File: config.mk
export PLATFORM = sky130hd
export DESIGN_NAME = cmts_sequencer
export DESIGN_NICKNAME = d
export VERILOG_FILES = /design/src/cmts_pkg.sv /design/src/cmts_sequencer.sv /design/src/cmts_step_div.sv /design/src/cmts_pattern.sv
export SDC_FILE = /design/constraint.sdc
export NUM_CORES = 1
export LEC_CHECK = 0
export BUFFER_PORTS_ARGS = -buffer_cell sky130_fd_sc_hd__buf_2
export CORE_ASPECT_RATIO = 1.2
export CORE_MARGIN = 4
export CORE_UTILIZATION = 48
export DETAILED_ROUTE_END_ITERATION = 10
export PLACE_DENSITY = 0.8
export SLEW_MARGIN = 30
export SYNTH_ARGS = -nofsm -noshare
export SYNTH_HDL_FRONTEND = slang
export SYNTH_HIERARCHICAL = 1
export SYNTH_SLANG_ARGS = --single-unit
File: constraint.sdc
create_clock -name i_mclk -period 2.5 [get_ports i_mclk]
set_clock_uncertainty 0.2 [all_clocks]
set_input_delay 0.125 -clock i_mclk [delete_from_list [all_inputs] [get_ports i_mclk]]
set_output_delay 0.125 -clock i_mclk [all_outputs]
set_load 0.02 [all_outputs]
File: src/cmts_pkg.sv
// constants, phase states and panel carriers for the core memory test sequencer
package cmts_pkg;

  // ----------------------------------------------------------------
  // widths and fixed values
  // ----------------------------------------------------------------
  localparam int unsigned ADDR_W = 12;
  localparam int unsigned INFO_W = 48;
  localparam logic [ADDR_W-1:0] ADDR_RESET = 12'h000;
  localparam logic [ADDR_W-1:0] ADDR_STEP  = 12'h001;
  // octal 7777: every x and y address bit set
  localparam logic [ADDR_W-1:0] FINAL_ADDR = 12'hfff;

  // ----------------------------------------------------------------
  // timing: master clock and the one-megacycle step clock
  // ----------------------------------------------------------------
  localparam int unsigned MCLK_HZ  = 20_000_000;
  localparam int unsigned STEP_HZ  = 1_000_000;
  localparam int unsigned STEP_DIV = MCLK_HZ / STEP_HZ;
  localparam int unsigned DIV_W    = 5;
  localparam logic [DIV_W-1:0] DIV_LAST = DIV_W'(STEP_DIV - 1);
  localparam logic [DIV_W-1:0] DIV_ZERO = 5'h00;
  localparam logic [DIV_W-1:0] DIV_ONE  = 5'h01;

  // ----------------------------------------------------------------
  // phase counter: two bits, high bit then low bit
  // ----------------------------------------------------------------
  typedef enum logic [1:0] {
    PH_ZERO,
    PH_ONE,
    PH_TWO,
    PH_THREE
  } cmts_phase_t;

  // ----------------------------------------------------------------
  // maintenance panel switch levels, all active high
  // ----------------------------------------------------------------
  typedef struct packed {
    logic remote_select_switch;
    logic manual_select_level;
    logic worst_case_pattern_select;
    logic count_enable_select;
    logic single_cycle_select;
    logic stop_at_final_address;
    logic stop_on_error_select;
  } cmts_panel_t;

  // ----------------------------------------------------------------
  // sequencer flags shown to the panel lamps
  // ----------------------------------------------------------------
  typedef struct packed {
    logic start_latch;
    logic write_cycle_flag;
    logic complement_phase_flag;
    logic error_flag;
    logic continue_level;
    logic final_address_detect;
  } cmts_status_t;

endpackage : cmts_pkg

File: src/cmts_sequencer.sv
// off-line test sequencer: phase counter, start latch, flags, address count
`timescale 1ns/1ps

// What this block does
// RQ1 - phase zero auto read worst-case toggles complement
// RQ2 - phase zero counts address when enabled
// RQ3 - local mode suppresses all remote-only actions
// RQ4 - phase one always advances to two
// RQ5 - phase two parity error on manual read
// RQ6 - phase two pattern mismatch in local auto
// RQ7 - phase two always advances to three
// RQ8 - single switch gives single level, stop ready
// RQ9 - phase three remote or single returns zero
// RQ10 - continue only when no stop condition holds
// RQ11 - final address is all twelve bits set
// RQ12 - no continue halts with phase at three unless remote or single
// RQ13 - phase three sets start latch on request
// RQ14 - phase three start request drives information clear
// RQ15 - second phase-three clock relaunches timing chain
// RQ16 - phase three counts address when enabled
// RQ17 - phase three auto toggles write flag
// RQ18 - phase three worst-case toggles after reads
// RQ19 - complement flag inverts written and checked pattern
// RQ20 - normal auto: read, write, then count
// RQ21 - worst-case auto: four cycles per address
// RQ22 - start request only from local start button
// RQ23 - two-bit phase changes on step clock only
module cmts_sequencer (
  input  wire logic                        i_mclk,
  input  wire logic                        i_resetn,
  input  wire cmts_pkg::cmts_panel_t       i_panel,
  input  wire logic                        i_start_button_level,
  input  wire logic                        i_parity_fault_level,
  input  wire logic [cmts_pkg::INFO_W-1:0] i_pattern,
  input  wire logic [cmts_pkg::INFO_W-1:0] i_info_word,
  output logic      [1:0]                  o_phase_counter,
  output logic      [cmts_pkg::ADDR_W-1:0] o_address_counter,
  output logic      [cmts_pkg::INFO_W-1:0] o_write_pattern,
  output logic                             o_timing_chain_launch,
  output logic                             o_info_clear_drive,
  output cmts_pkg::cmts_status_t           o_status
);

  // ----------------------------------------------------------------
  // state
  // ----------------------------------------------------------------
  cmts_pkg::cmts_phase_t       phase_q;
  cmts_pkg::cmts_phase_t       phase_d;
  logic [cmts_pkg::ADDR_W-1:0] addr_q;
  logic [cmts_pkg::ADDR_W-1:0] addr_d;
  logic                        start_latch_q;
  logic                        start_latch_d;
  logic                        write_q;
  logic                        write_d;
  logic                        compl_q;
  logic                        compl_d;
  logic                        error_q;
  logic                        error_d;
  logic                        launch_d;
  logic                        clear_d;

  // ----------------------------------------------------------------
  // step enable and pattern compare
  // ----------------------------------------------------------------
  logic                        step;
  logic [cmts_pkg::INFO_W-1:0] expected;
  logic                        mismatch;

  cmts_step_div u_div (
    .i_mclk   (i_mclk),
    .i_resetn (i_resetn),
    .o_step   (step)
  );

  cmts_pattern u_pat (
    .i_pattern    (i_pattern),
    .i_info_word  (i_info_word),
    .i_complement (compl_q),
    .o_expected   (expected),
    .o_mismatch   (mismatch)
  );

  // ----------------------------------------------------------------
  // panel levels
  // ----------------------------------------------------------------
  logic remote_select_level;
  logic local_mode;
  logic manual_sel;
  logic manual_mode_level;
  logic auto_mode;
  logic read_cycle;
  logic start_request;
  logic single_cycle_level;
  logic final_address_detect;
  logic stop_auto_final;
  logic stop_manual_final;
  logic stop_error;
  logic continue_level;

  // the off-line sequencer never launches or clears for a remote requester
  assign remote_select_level = i_panel.remote_select_switch;  // RQ3
  assign local_mode          = ~remote_select_level;
  assign manual_sel          = i_panel.manual_select_level;
  assign manual_mode_level   = manual_sel & local_mode;
  assign auto_mode           = ~manual_sel;
  assign read_cycle          = ~write_q;

  // start button only counts while local
  assign start_request = i_start_button_level & local_mode;  // RQ22

  assign single_cycle_level = i_panel.single_cycle_select;  // RQ8

  // all six x and six y address bits at one
  assign final_address_detect =
    (addr_q == cmts_pkg::FINAL_ADDR);  // RQ11

  // ----------------------------------------------------------------
  // continue level: any stop term drops it
  // ----------------------------------------------------------------
  // end of a two or four cycle group is write set, complement clear
  assign stop_auto_final = ~compl_q & write_q & final_address_detect
                         & i_panel.stop_at_final_address;
  assign stop_manual_final = manual_mode_level & final_address_detect
                           & i_panel.stop_at_final_address;
  assign stop_error = error_q & i_panel.stop_on_error_select;
  assign continue_level = ~(remote_select_level | single_cycle_level
                          | stop_auto_final | stop_manual_final
                          | stop_error);  // RQ10

  // ----------------------------------------------------------------
  // shared decodes for the two start points (phase zero and three)
  // ----------------------------------------------------------------
  logic in_ph0;
  logic in_ph2;
  logic in_ph3;
  logic ph0_go;
  logic ph3_go;
  logic cycle_go;
  logic count_ok;
  logic addr_inc;
  logic write_tgl;
  logic compl_tgl;
  logic clear_req;
  logic err_parity;
  logic err_pattern;
  logic err_set;

  assign in_ph0 = (phase_q == cmts_pkg::PH_ZERO);
  assign in_ph2 = (phase_q == cmts_pkg::PH_TWO);
  assign in_ph3 = (phase_q == cmts_pkg::PH_THREE);

  // phase zero waits for a press; phase three reruns on the latch
  assign ph0_go = in_ph0 & start_request;
  assign ph3_go = in_ph3 & start_latch_q & ~single_cycle_level
                & local_mode;  // RQ15
  assign cycle_go = ph0_go | ph3_go;

  // counting only at the end of the address group
  assign count_ok = i_panel.count_enable_select & ~compl_q
                  & (manual_mode_level | write_q);
  assign addr_inc = cycle_go & start_latch_q & count_ok;  // RQ2 RQ16

  // automatic mode alternates read and write every cycle
  assign write_tgl = cycle_go & start_latch_q & auto_mode;  // RQ17 RQ20

  // worst case flips the complement phase after each read
  assign compl_tgl = cycle_go & start_latch_q & auto_mode & read_cycle
                   & i_panel.worst_case_pattern_select;  // RQ1 RQ18 RQ21

  // information clear on a press unless re-recording a manual write
  assign clear_req = (in_ph0 | in_ph3) & start_request
                   & (auto_mode | read_cycle);  // RQ14

  // parity matters on manual reads and on reads while remote is selected
  assign err_parity = i_parity_fault_level & read_cycle
                    & (manual_mode_level | remote_select_level);  // RQ5
  // pattern compare in local automatic operation
  assign err_pattern = mismatch & local_mode & auto_mode;  // RQ6
  assign err_set = in_ph2 & (err_parity | err_pattern);

  // ----------------------------------------------------------------
  // phase and start latch next state
  // ----------------------------------------------------------------
  always_comb begin
    phase_d       = phase_q;
    start_latch_d = start_latch_q;
    launch_d      = 1'b0;
    case (phase_q)
      cmts_pkg::PH_ZERO: begin
        if (ph0_go) begin
          launch_d      = 1'b1;
          phase_d       = cmts_pkg::PH_ONE;
          start_latch_d = 1'b0;
        end
      end
      cmts_pkg::PH_ONE: begin
        phase_d = cmts_pkg::PH_TWO;  // RQ4
      end
      cmts_pkg::PH_TWO: begin
        phase_d = cmts_pkg::PH_THREE;  // RQ7
      end
      cmts_pkg::PH_THREE: begin
        if (remote_select_level || single_cycle_level) begin
          phase_d       = cmts_pkg::PH_ZERO;  // RQ9
          start_latch_d = 1'b1;  // RQ8
        end else if (start_latch_q) begin
          launch_d      = 1'b1;  // RQ15
          phase_d       = cmts_pkg::PH_ONE;
          start_latch_d = 1'b0;
        end else if (start_request || continue_level) begin
          start_latch_d = 1'b1;  // RQ13
        end
        // otherwise no continue: hold at three until a press  RQ12
      end
      default: begin
        phase_d = cmts_pkg::PH_ZERO;
      end
    endcase
  end

  // ----------------------------------------------------------------
  // flag and counter next values
  // ----------------------------------------------------------------
  assign addr_d  = addr_inc ? addr_q + cmts_pkg::ADDR_STEP : addr_q;
  assign write_d = write_tgl ? ~write_q : write_q;
  assign compl_d = compl_tgl ? ~compl_q : compl_q;
  assign clear_d = clear_req;
  // a fault found in the same step as a clear still sets the flag
  assign error_d = err_set ? 1'b1 : (clear_req ? 1'b0 : error_q);

  // ----------------------------------------------------------------
  // step-clock registers
  // ----------------------------------------------------------------
  // everything moves on the one-megacycle enable only
  always_ff @(posedge i_mclk) begin
    if (!i_resetn) begin
      phase_q       <= cmts_pkg::PH_ZERO;
      start_latch_q <= 1'b0;
      addr_q        <= cmts_pkg::ADDR_RESET;
      write_q       <= 1'b0;
      compl_q       <= 1'b0;
      error_q       <= 1'b0;
    end else if (step) begin
      phase_q       <= phase_d;  // RQ23
      start_latch_q <= start_latch_d;
      addr_q        <= addr_d;
      write_q       <= write_d;
      compl_q       <= compl_d;
      error_q       <= error_d;
    end
  end

  // ----------------------------------------------------------------
  // output registers
  // ----------------------------------------------------------------
  // strobes last one master clock, the clock after the step on which they decide;
  // the timing chain is edge triggered so a wider pulse buys nothing
  always_ff @(posedge i_mclk) begin
    if (!i_resetn) begin
      o_timing_chain_launch <= 1'b0;
      o_info_clear_drive    <= 1'b0;
    end else begin
      o_timing_chain_launch <= step & launch_d;
      o_info_clear_drive    <= step & clear_d;
    end
  end

  // state mirrors, one master clock behind the flags they show
  always_ff @(posedge i_mclk) begin
    if (!i_resetn) begin
      o_phase_counter   <= 2'h0;
      o_address_counter <= cmts_pkg::ADDR_RESET;
      o_write_pattern   <= '0;
      o_status          <= '0;
    end else begin
      o_phase_counter   <= phase_q;
      o_address_counter <= addr_q;
      o_write_pattern   <= expected;  // RQ19
      o_status          <= '{start_latch:           start_latch_q,
                             write_cycle_flag:      write_q,
                             complement_phase_flag: compl_q,
                             error_flag:            error_q,
                             continue_level:        continue_level,
                             final_address_detect:  final_address_detect};
    end
  end

endmodule // cmts_sequencer

File: src/cmts_step_div.sv
// divider that makes the one-megacycle step enable from the master clock
`timescale 1ns/1ps

module cmts_step_div (
  input  wire logic i_mclk,
  input  wire logic i_resetn,
  output logic      o_step
);

  // ----------------------------------------------------------------
  // modulo counter, one-cycle pulse on the last count
  // ----------------------------------------------------------------
  logic [cmts_pkg::DIV_W-1:0] cnt_q;
  logic [cmts_pkg::DIV_W-1:0] cnt_d;
  logic                       wrap;

  assign wrap  = (cnt_q == cmts_pkg::DIV_LAST);
  assign cnt_d = wrap ? cmts_pkg::DIV_ZERO : cnt_q + cmts_pkg::DIV_ONE;

  // pulse registered so the enable is glitch free
  always_ff @(posedge i_mclk) begin
    if (!i_resetn) begin
      cnt_q  <= cmts_pkg::DIV_ZERO;
      o_step <= 1'b0;
    end else begin
      cnt_q  <= cnt_d;
      o_step <= wrap;
    end
  end

endmodule // cmts_step_div

File: src/cmts_pattern.sv
// true or complement test pattern and the compare against the read word
`timescale 1ns/1ps

module cmts_pattern (
  input  wire logic [cmts_pkg::INFO_W-1:0] i_pattern,
  input  wire logic [cmts_pkg::INFO_W-1:0] i_info_word,
  input  wire logic                        i_complement,
  output logic      [cmts_pkg::INFO_W-1:0] o_expected,
  output logic                             o_mismatch
);

  // ----------------------------------------------------------------
  // per-bit selection and compare
  // ----------------------------------------------------------------
  logic [cmts_pkg::INFO_W-1:0] diff;

  // each bit inverted while the complement phase runs
  for (genvar b = 0; b < cmts_pkg::INFO_W; b++) begin : g_bit
    assign o_expected[b] = i_pattern[b] ^ i_complement;  // RQ19
    assign diff[b]       = o_expected[b] ^ i_info_word[b];
  end

  // any differing bit is a pattern error
  assign o_mismatch = |diff;

endmodule // cmts_pattern

==> flow_summary.toml, run 1 <==
[worst_hold_path]
hold_start = "i_resetn"
hold_path_class = "primary input to register"

[clocking]
clkTransAtPathRegs_ns = 0.10
postCtsSetupBuffers = 0
root_buffer = "clkbuf_8"
cts_buffers = 9
htreeDepth = 3
clk_latency_ns = 0.36
cts.path.max_buffers = 2
cts_num_sinks = 94
tritoncts = "yes"

[place]
post-place-cells = 726
dp_hpwl_um = 9038
gp_congestion = 0.8317
portBuffers = 176

[power]
finalPower_uw = 3134
powerDensity_mw_per_mm2 = 506.5
ir_drop_v = 0.0002403
p_leak_uw = 0.002939

[final_layout]
fin_cells = 796
drive_above_1_share_pct = 33.48
syn_to_final_growth_pct = 42.95
nets = 785

[logic_synthesis]
syn_area_per_cell_um2 = 9.772
syn_area_mm2 = 0.004329
ys.flop_type = "dfxtp_1"
synthTopCellsByArea = "dfxtp_1, xor2_1, and2_1"
seq_area_frac_synth_pct = 43.47
synth_seq_cells = 94
synth_common_cells = "dfxtp_1, xor2_1, and2_1"
synth_edf_count = 0
postSynth.asyncResetShare_pct = 0
yosysTopAreaCell = "dfxtp_1"
yosys.cell_count.top_type = "dfxtp_1"
syn_nets = 555
synth_warnings = 6
synth_cells = 443
ys_types = 54
post-synth-top-area-fraction_pct = 43.47

[timing]
fmax_mhz = 414.2
setup_tns_ns = 0
timing_hold_violations_final = 0
slew_headroom_pct = 60.81
post-route-period-util_pct = 96.57
period_needed_ns = 2.414
setup_viol = 0
tightest_slew_ns = 0.5878
slew_violations = 0

[setup_path]
start_kind = "primary input"
crit_path_start = "i_pattern[39]"
path_class = "primary input to register"
r2r_start = "phase_q[0]"
endpoint_kind = "register"
path_max_fanout = 2
required_ns = 2.56
worstPathArrival_ns = 2.47

[detailed_routing]
dr.pass1.iters = 5
post-route-drc-count = 0
drt_iter0_drc = 250
ant_nets = 0
wirelength_um = 14790
vias = 4261
wire_per_inst_um = 18.58
viasPerCell = 5.353

[floorplan]
chipHeight_um = 112.0
die_width_um = 94.70
start_util_pct = 49.74
fp-row-count = 37
dieArea_mm2 = 0.01061
ioPinCount = 177
core_mm2 = 0.008703

[global_routing]
grt_use_met3_pct = 6.971
antenna_found_initial = 1
use_met1_pct = 28.86
first_global_vias = 4368
grt_max_degree = 43
grt_overflow = 0
grt_pass1_wl_um = 21800
gr-usage-met2_pct = 44.64
busiest_layer = "met2"
grt.total_usage_pct = 26.19

[job]
cap_violations = 0

[outcome]
status = "finished, final reports clean"
==> where the power goes <==
group,switching (µW),leakage [µW],internal (µW)
Sequential,16.3,0.000772,1540
Combinational,294,0.00207,256
Clock,537,0.0000955,490
Total,848,0.00294,2290
==> through the flow <==
step	utilization [%]	setup WS, ns	instance area [µm²]	hold slack [ns]
finish	71.10	0.08572	6188	0.05955
global route	71.10	-0.01688	6188	0.08714
CTS	70.01	0.02645	6093	0.04103
detailed placement	61.16	0.1444	5323	0.2233
global placement	61.16	0.1980	5323	0.2228
floorplan	-	0.2731	4329	0.01469
==> cells by family (layout without fill, tap and decap cells) <==
group,Yosys count,in the layout,share of synthesized area [%]
other,0,1,0
flip-flops,94,94,43.47
buffers and inverters,31,266,3.468
XOR/XNOR,96,96,19.42
adder cells (fa/ha/maj),5,5,1.445
AO/OA/AOI/OAI,34,34,5.694
AND/OR/NAND/NOR,171,171,23.44
multiplexers,12,12,3.064
==> sequential cells by signal (all words and copies together) (netlist names) <==
signal and count:
o_phase_counter 2, compl_q 1, o_write_pattern 48, o_status 6, start_latch_q 1, addr_q 12, error_q 1, phase_q 2
o_address_counter 12, write_q 1, u_div/cnt_q 5, o_timing_chain_launch 1, u_div/o_step 1, o_info_clear_drive 1
==> cell usage in the layout, fill, tap and decap left out, types with 3 or more instances in the layout <==
cell,n
a21oi_1,6
and2_1,63
and3_1,3
buf_2,172
buf_4,9
clkbuf_8,10
dfxtp_1,93
dlygate4sd3_1,53
dlymetal6s4s_1,4
ha_1,5
inv_1,12
mux2_2,9
nand2_1,7
nand2b_1,5
nand3_1,10
nand4_1,12
nor2_1,26
nor2b_1,5
nor3_1,7
nor4_1,10
nor4_2,3
nor4b_1,3
o21ai_0,6
or3_1,6
xnor2_1,20
xnor2_2,11
xor2_1,65
==> final cells by class <==
type                    count  area, µm²
clock buffers              11      141.4
multi-input cells         318       2400
repair buffers            238       1509
diodes                      1      2.502
fillers                   605       2515
well taps                 117      146.4
inverters                  12      45.04
clock inverters             5      58.81
flip-flops and latches     94       1886
==> worst paths after layout <==
check,depth (start not counted),slack [ns],end
setup reg to reg,7,0.10,addr_q[9]
setup / recovery,10,0.09,error_q
hold / removal,3,0.06,addr_q[11]
hold reg to reg,1,0.25,u_div/cnt_q[0]
==> worst max-delay path, cell delays in order <==
cell	delay [ns]
dlygate4sd3_1	0.53
buf_2	0.15
xor2_1	0.18
nor4_1	0.37
nand4_1	0.18
o41ai_1	0.15
o2111ai_1	0.25
mux2_4	0.31
a32oi_1	0.17
nor2_1	0.05
==> timing repair <==
action / CTS / global route
setup endpoints to repair: 0 / 1
endpoints found under the hold margin: 54 / 0
resized for setup: 0 / 18
hold buffers: 57 / 0
==> per-layer routing <==
metal  routed length, µm  up-vias  share of wire, %
met5                   0        -                 0
met3                1377       68               9.3
met1                5195     2016                35
li1                    -     1950                 -
met2                7487      227                51
met4                 732        0               4.9
Power figures use the tool's default switching activity.
==> run 2, diff against run 1 <==
- RECOVER_POWER: default -> 50
==> flow_summary.toml, run 2 (same netlist as run 1, synthesis figures left out) <==
[floorplan]
ioPinCount = 177
chipHeight_um = 112.0
start_util_pct = 49.74
die_width_um = 94.70
fp-row-count = 37
dieArea_mm2 = 0.01061
core_mm2 = 0.008703

[clocking]
clk_latency_ns = 0.36
htreeDepth = 3
tritoncts = "yes"
cts.path.max_buffers = 2
cts_buffers = 9
cts_num_sinks = 94
clkTransAtPathRegs_ns = 0.10
root_buffer = "clkbuf_8"
postCtsSetupBuffers = 0

[setup_path]
required_ns = 2.56
worstPathArrival_ns = 2.45
path_delay_family = "buffers and inverters"
path_class = "primary input to register"
start_kind = "primary input"
path_buf_inv = 2
slowest_stage = "dlygate4sd3_1"
endpoint_kind = "register"
path_max_fanout = 2
path_cells = "dlygate4sd3_1 -> buf_2 -> xor2_1 -> nor4_1 -> nand4_1 -> o41ai_1 -> o2111ai_1 -> mux2_4 -> a32oi_1 -> nor2_1"
critical_path.max_stage_delay_ns = 0.53

[timing]
slew_headroom_pct = 2.548
setup_viol = 0
post-route-period-util_pct = 95.74
holdWs_ns = 0.06180
fmax_mhz = 417.8
tightest_slew_ns = 1.462
period_needed_ns = 2.393
slew_violations = 0
timing_hold_violations_final = 0

[final_layout]
nets = 785
largest_register = "o_write_pattern"
drive_above_1_share_pct = 24.34
syn_to_final_growth_pct = 41.10
largestRegisters = "o_write_pattern (48), addr_q (12), o_address_counter (12)"
layout.cells.most_common_list = "buf_2, dfxtp_1, xor2_1, clkbuf_1, dlygate4sd3_1"
final_area_mm2 = 0.006108
largest_register_ff_count = 48
final_common_cell = "buf_2"
final_util_pct = 70.18
fin_cells = 796

[detailed_routing]
viasPerCell = 5.332
dr.pass1.iters = 4
vias = 4244
wire_per_inst_um = 18.59
post-route-drc-count = 0
drt_iter0_drc = 184
ant_nets = 0
wirelength_um = 14800

[power]
ir_drop_v = 0.0002400
p_leak_uw = 0.002688
powerDensity_mw_per_mm2 = 511.7

[global_routing]
grt.total_usage_pct = 26.19
first_global_vias = 4368
grt_max_degree = 43
grt_pass1_wl_um = 21800
antenna_found_initial = 1
grt_overflow = 0

[place]
post-place-cells = 726
dpl_cell_area_mm2 = 0.005323
portBuffers = 176
gp_congestion = 0.8317
dp_hpwl_um = 9038

[outcome]
status = "finished, final reports clean"

[job]
cap_violations = 0

[worst_hold_path]
hold_path_class = "primary input to register"
-- run 2: changes by cell type in the layout (fill, tap and decap cells not counted) --
cell      delta
clkbuf_1    +62
buf_2       -61
and2_0      +13
and2_1      -13
buf_4        -1
-- run 2: layout make-up --
cell class | count | area, µm²
Antenna cell | 1 | 2.502
Clock buffer | 11 | 141.4
Clock inverter | 5 | 58.81
Fill cell | 633 | 2595
Inverter | 12 | 45.04
Multi-Input combinational cell | 318 | 2400
Sequential cell | 94 | 1886
Tap cell | 117 | 146.4
Timing Repair Buffer | 238 | 1429
-- run 2: repair_timing --
item | in CTS | in global routing
endpoints found under the hold margin | 54 | 0
resized for setup | 0 | 18
hold buffers | 57 | 0
setup endpoints to repair | 0 | 1
-- run 2: final timing paths --
check | cells after the start | end | from | slack [ns]
worst max-delay path | 10 | error_q | i_pattern[39] | 0.11
worst min-delay path | 3 | addr_q[11] | i_resetn | 0.06
worst max register to register | 7 | addr_q[9] | phase_q[0] | 0.11
worst min register to register | 1 | u_div/cnt_q[0] | u_div/cnt_q[0] | 0.25
-- run 2: where the power goes --
group / switching [µW] / total [µW] / internal (µW)
Clock: 537 / 1030 / 490
Sequential: 17.5 / 1560 / 1540
Combinational: 295 / 540 / 246
Total: 849 / 3130 / 2280
-- run 2: worst register-to-register path, cell delays in order (launching register included) --
cell and delay (ns):
dfxtp_1 0.33, inv_1 0.13, ha_1 0.20, nand2_2 0.06, a2111o_1 0.42, buf_4 0.20, nor4_1 0.36, mux2_2 0.39
-- run 2: per-layer routing --
| metal | global-route usage [%] | wire [µm] |
|---|---|---|
| met1 | 28.86 | 5025 |
| met3 | 6.971 | 1516 |
| met2 | 44.64 | 7555 |
| met4 | 15.11 | 703 |
| met5 | 0 | 0 |
-- run 2: metrics by stage --
stage | TNS (ns) | setup slack [ns] | power (µW)
5_1_grt | -0.01689 | -0.01689 | 3251
2_1_floorplan | 0 | 0.2731 | 1819
3_5_place_dp | 0 | 0.1444 | 2019
3_3_place_gp | 0 | 0.1980 | 2008
4_1_cts | 0 | 0.02645 | 3100
6_report | 0 | 0.1066 | 3126
==> run 3, diff against run 2 <==
- ABC_AREA: default -> 1
- CORE_UTILIZATION: 48 -> 51
- PLACE_DENSITY: 0.8 -> 0.81
==> flow_summary.toml, run 3 <==
[outcome]
status = "finished, final reports clean"

[setup_path]
worstPathArrival_ns = 2.24
crit_path_start = "compl_q"
path_cells = "inv_2 -> buf_4 -> nand2_1 -> nand3_1 -> nand2_1 -> inv_1 -> nand2_1 -> nor2_1 -> nand2_1 -> nor2_1 -> nand3_1 -> nor3_1 -> o31ai_1"
path_max_fanout = 32
path_delay_family = "simple AND/OR/NAND/NOR gates"
endpoint_kind = "register"
required_ns = 2.53
slowest_stage = "dfxtp_2"
cpMostUsedCell = "nand2_1"
start_kind = "register"
path_class = "register to register"
path_buf_inv = 3
critical_path.max_stage_delay_ns = 0.35
r2r_start = "compl_q"

[global_routing]
grt_pass1_wl_um = 24470
antenna_found_initial = 1
grt.total_usage_pct = 25.60
grt_overflow = 0
first_global_vias = 5612
grt_max_degree = 40

[final_layout]
fin_cells = 1226
final_common_cell = "nand2_1"
drive_above_1_share_pct = 13.55
syn_to_final_growth_pct = 34.95
antenna_cells = 0
largestRegisters = "o_write_pattern (48), addr_q (12), o_address_counter (12)"
layout.cells.most_common_list = "nand2_1, inv_1, buf_2, dfxtp_1, clkbuf_1"
largest_register_ff_count = 48
final_util_pct = 70.00
nets = 1207
largest_register = "o_write_pattern"

[timing]
period_needed_ns = 2.218
slew_violations = 0
fmax_mhz = 450.8
timing_hold_violations_final = 0
setup_tns_ns = 0
setup_viol = 0
slew_headroom_pct = 35.08
rsz0062_at_grt = "no"
post-route-period-util_pct = 88.73
tightest_slew_ns = 0.9737

[detailed_routing]
post-route-drc-count = 0
wire_per_inst_um = 12.22
wirelength_um = 14980
drt_iter0_drc = 244
vias = 5800
ant_nets = 0
viasPerCell = 4.731
dr.pass1.iters = 5

[logic_synthesis]
synth_seq_cells = 94
postSynth.asyncResetShare_pct = 0
ys_types = 33
synth_cells = 865
synth_edf_count = 0
syn_area_per_cell_um2 = 5.972
syn_nets = 977
ys.flop_type = "dfxtp_1"
seq_area_frac_synth_pct = 36.43
synth_warnings = 6
yosysTopAreaCell = "dfxtp_1"
yosys.cell_count.top_type = "nand2_1"
synth_common_cells = "nand2_1, inv_1, dfxtp_1"
post-synth-top-area-fraction_pct = 36.43
synthTopCellsByArea = "dfxtp_1, nand2_1, inv_1"
syn_area_mm2 = 0.005166

[clocking]
cts_resized = 0
clk_latency_ns = 0.35
cts.path.max_buffers = 2
root_buffer = "clkbuf_16"
cts_buffers = 9
clkTransAtPathRegs_ns = 0.06
htreeDepth = 3
tritoncts = "yes"
cts_num_sinks = 94

[floorplan]
dieArea_mm2 = 0.01181
core_mm2 = 0.009960
die_width_um = 99.88
start_util_pct = 51.87
ioPinCount = 177
chipHeight_um = 118.3
fp-row-count = 40

[worst_hold_path]
hold_path_class = "primary input to register"
hold_start = "i_panel[6]"

[power]
ir_drop_v = 0.0002995
p_leak_uw = 0.004101
finalPower_uw = 3612
powerDensity_mw_per_mm2 = 518.1

[place]
gp_congestion = 0.8575
post-place-cells = 1153
dp_hpwl_um = 10270
portBuffers = 176

[job]
cap_violations = 0
-- run 3: final cells by class --
class / count / area [µm²]
Fill cell: 876 / 2988
Multi-Input combinational cell: 567 / 2485
Timing Repair Buffer: 240 / 1429
Clock inverter: 6 / 90.09
Sequential cell: 94 / 1883
Tap cell: 126 / 157.7
Inverter: 183 / 688.2
Clock buffer: 10 / 239.0
-- run 3: worst reg2reg max path: cells and delay by family, from the launching register on --
| kind | cells | cell delay (ns) |
|---|---|---|
| buffers and inverters | 3 | 0.45 |
| flip-flops | 1 | 0.35 |
| AO/OA/AOI/OAI | 1 | 0.10 |
| AND/OR/NAND/NOR | 9 | 1.00 |
-- run 3: path summary, 6_finish.rpt --
kind | end | slack, ns | cells past startpoint
setup / recovery | error_q | 0.28 | 13
hold reg to reg | o_address_counter[10] | 0.25 | 2
setup reg to reg | error_q | 0.28 | 13
hold / removal | o_timing_chain_launch | 0.04 | 4
-- run 3: metrics by stage --
stage               area, µm²  hold slack, ns  setup WS, ns
floorplan                5166         0.07474        0.7081
CTS                      7072        0.008461        0.3101
detailed placement       6172          0.2329        0.3277
global route             6972         0.04556       0.09646
finish                   6972         0.03546        0.2818
global placement         6172          0.2427        0.3705
-- run 3: repair_timing --
action,4_1_cts,5_1_grt
endpoints found under the hold margin,54,0
hold buffers,57,0
buffers inserted,0,0
-- run 3: logic make-up after synthesis --
family	after synthesis	synth area share, %
adders and majority gates	5	1.211
and+or+nand+nor	529	42.67
xor gates and xnor gates	7	1.332
DFF	94	36.43
AOI/OAI and AO/OA	26	2.882
buffers and inverters	204	15.48
-- run 3: routing by layer --
layer | GRT usage, % | part of all wire (%) | vias to the layer above
li1 | - | - | 3007
met1 | 27.48 | 38 | 2497
met2 | 43.99 | 49 | 232
met3 | 7.615 | 7.6 | 62
met4 | 14.43 | 5.1 | 2
met5 | 0 | 0.047 | -
-- run 3: power breakdown --
part | internal (µW) | switching, µW | total [µW]
combinational | 235 | 306 | 541
clock | 909 | 602 | 1510
sequential | 1540 | 16.8 | 1560
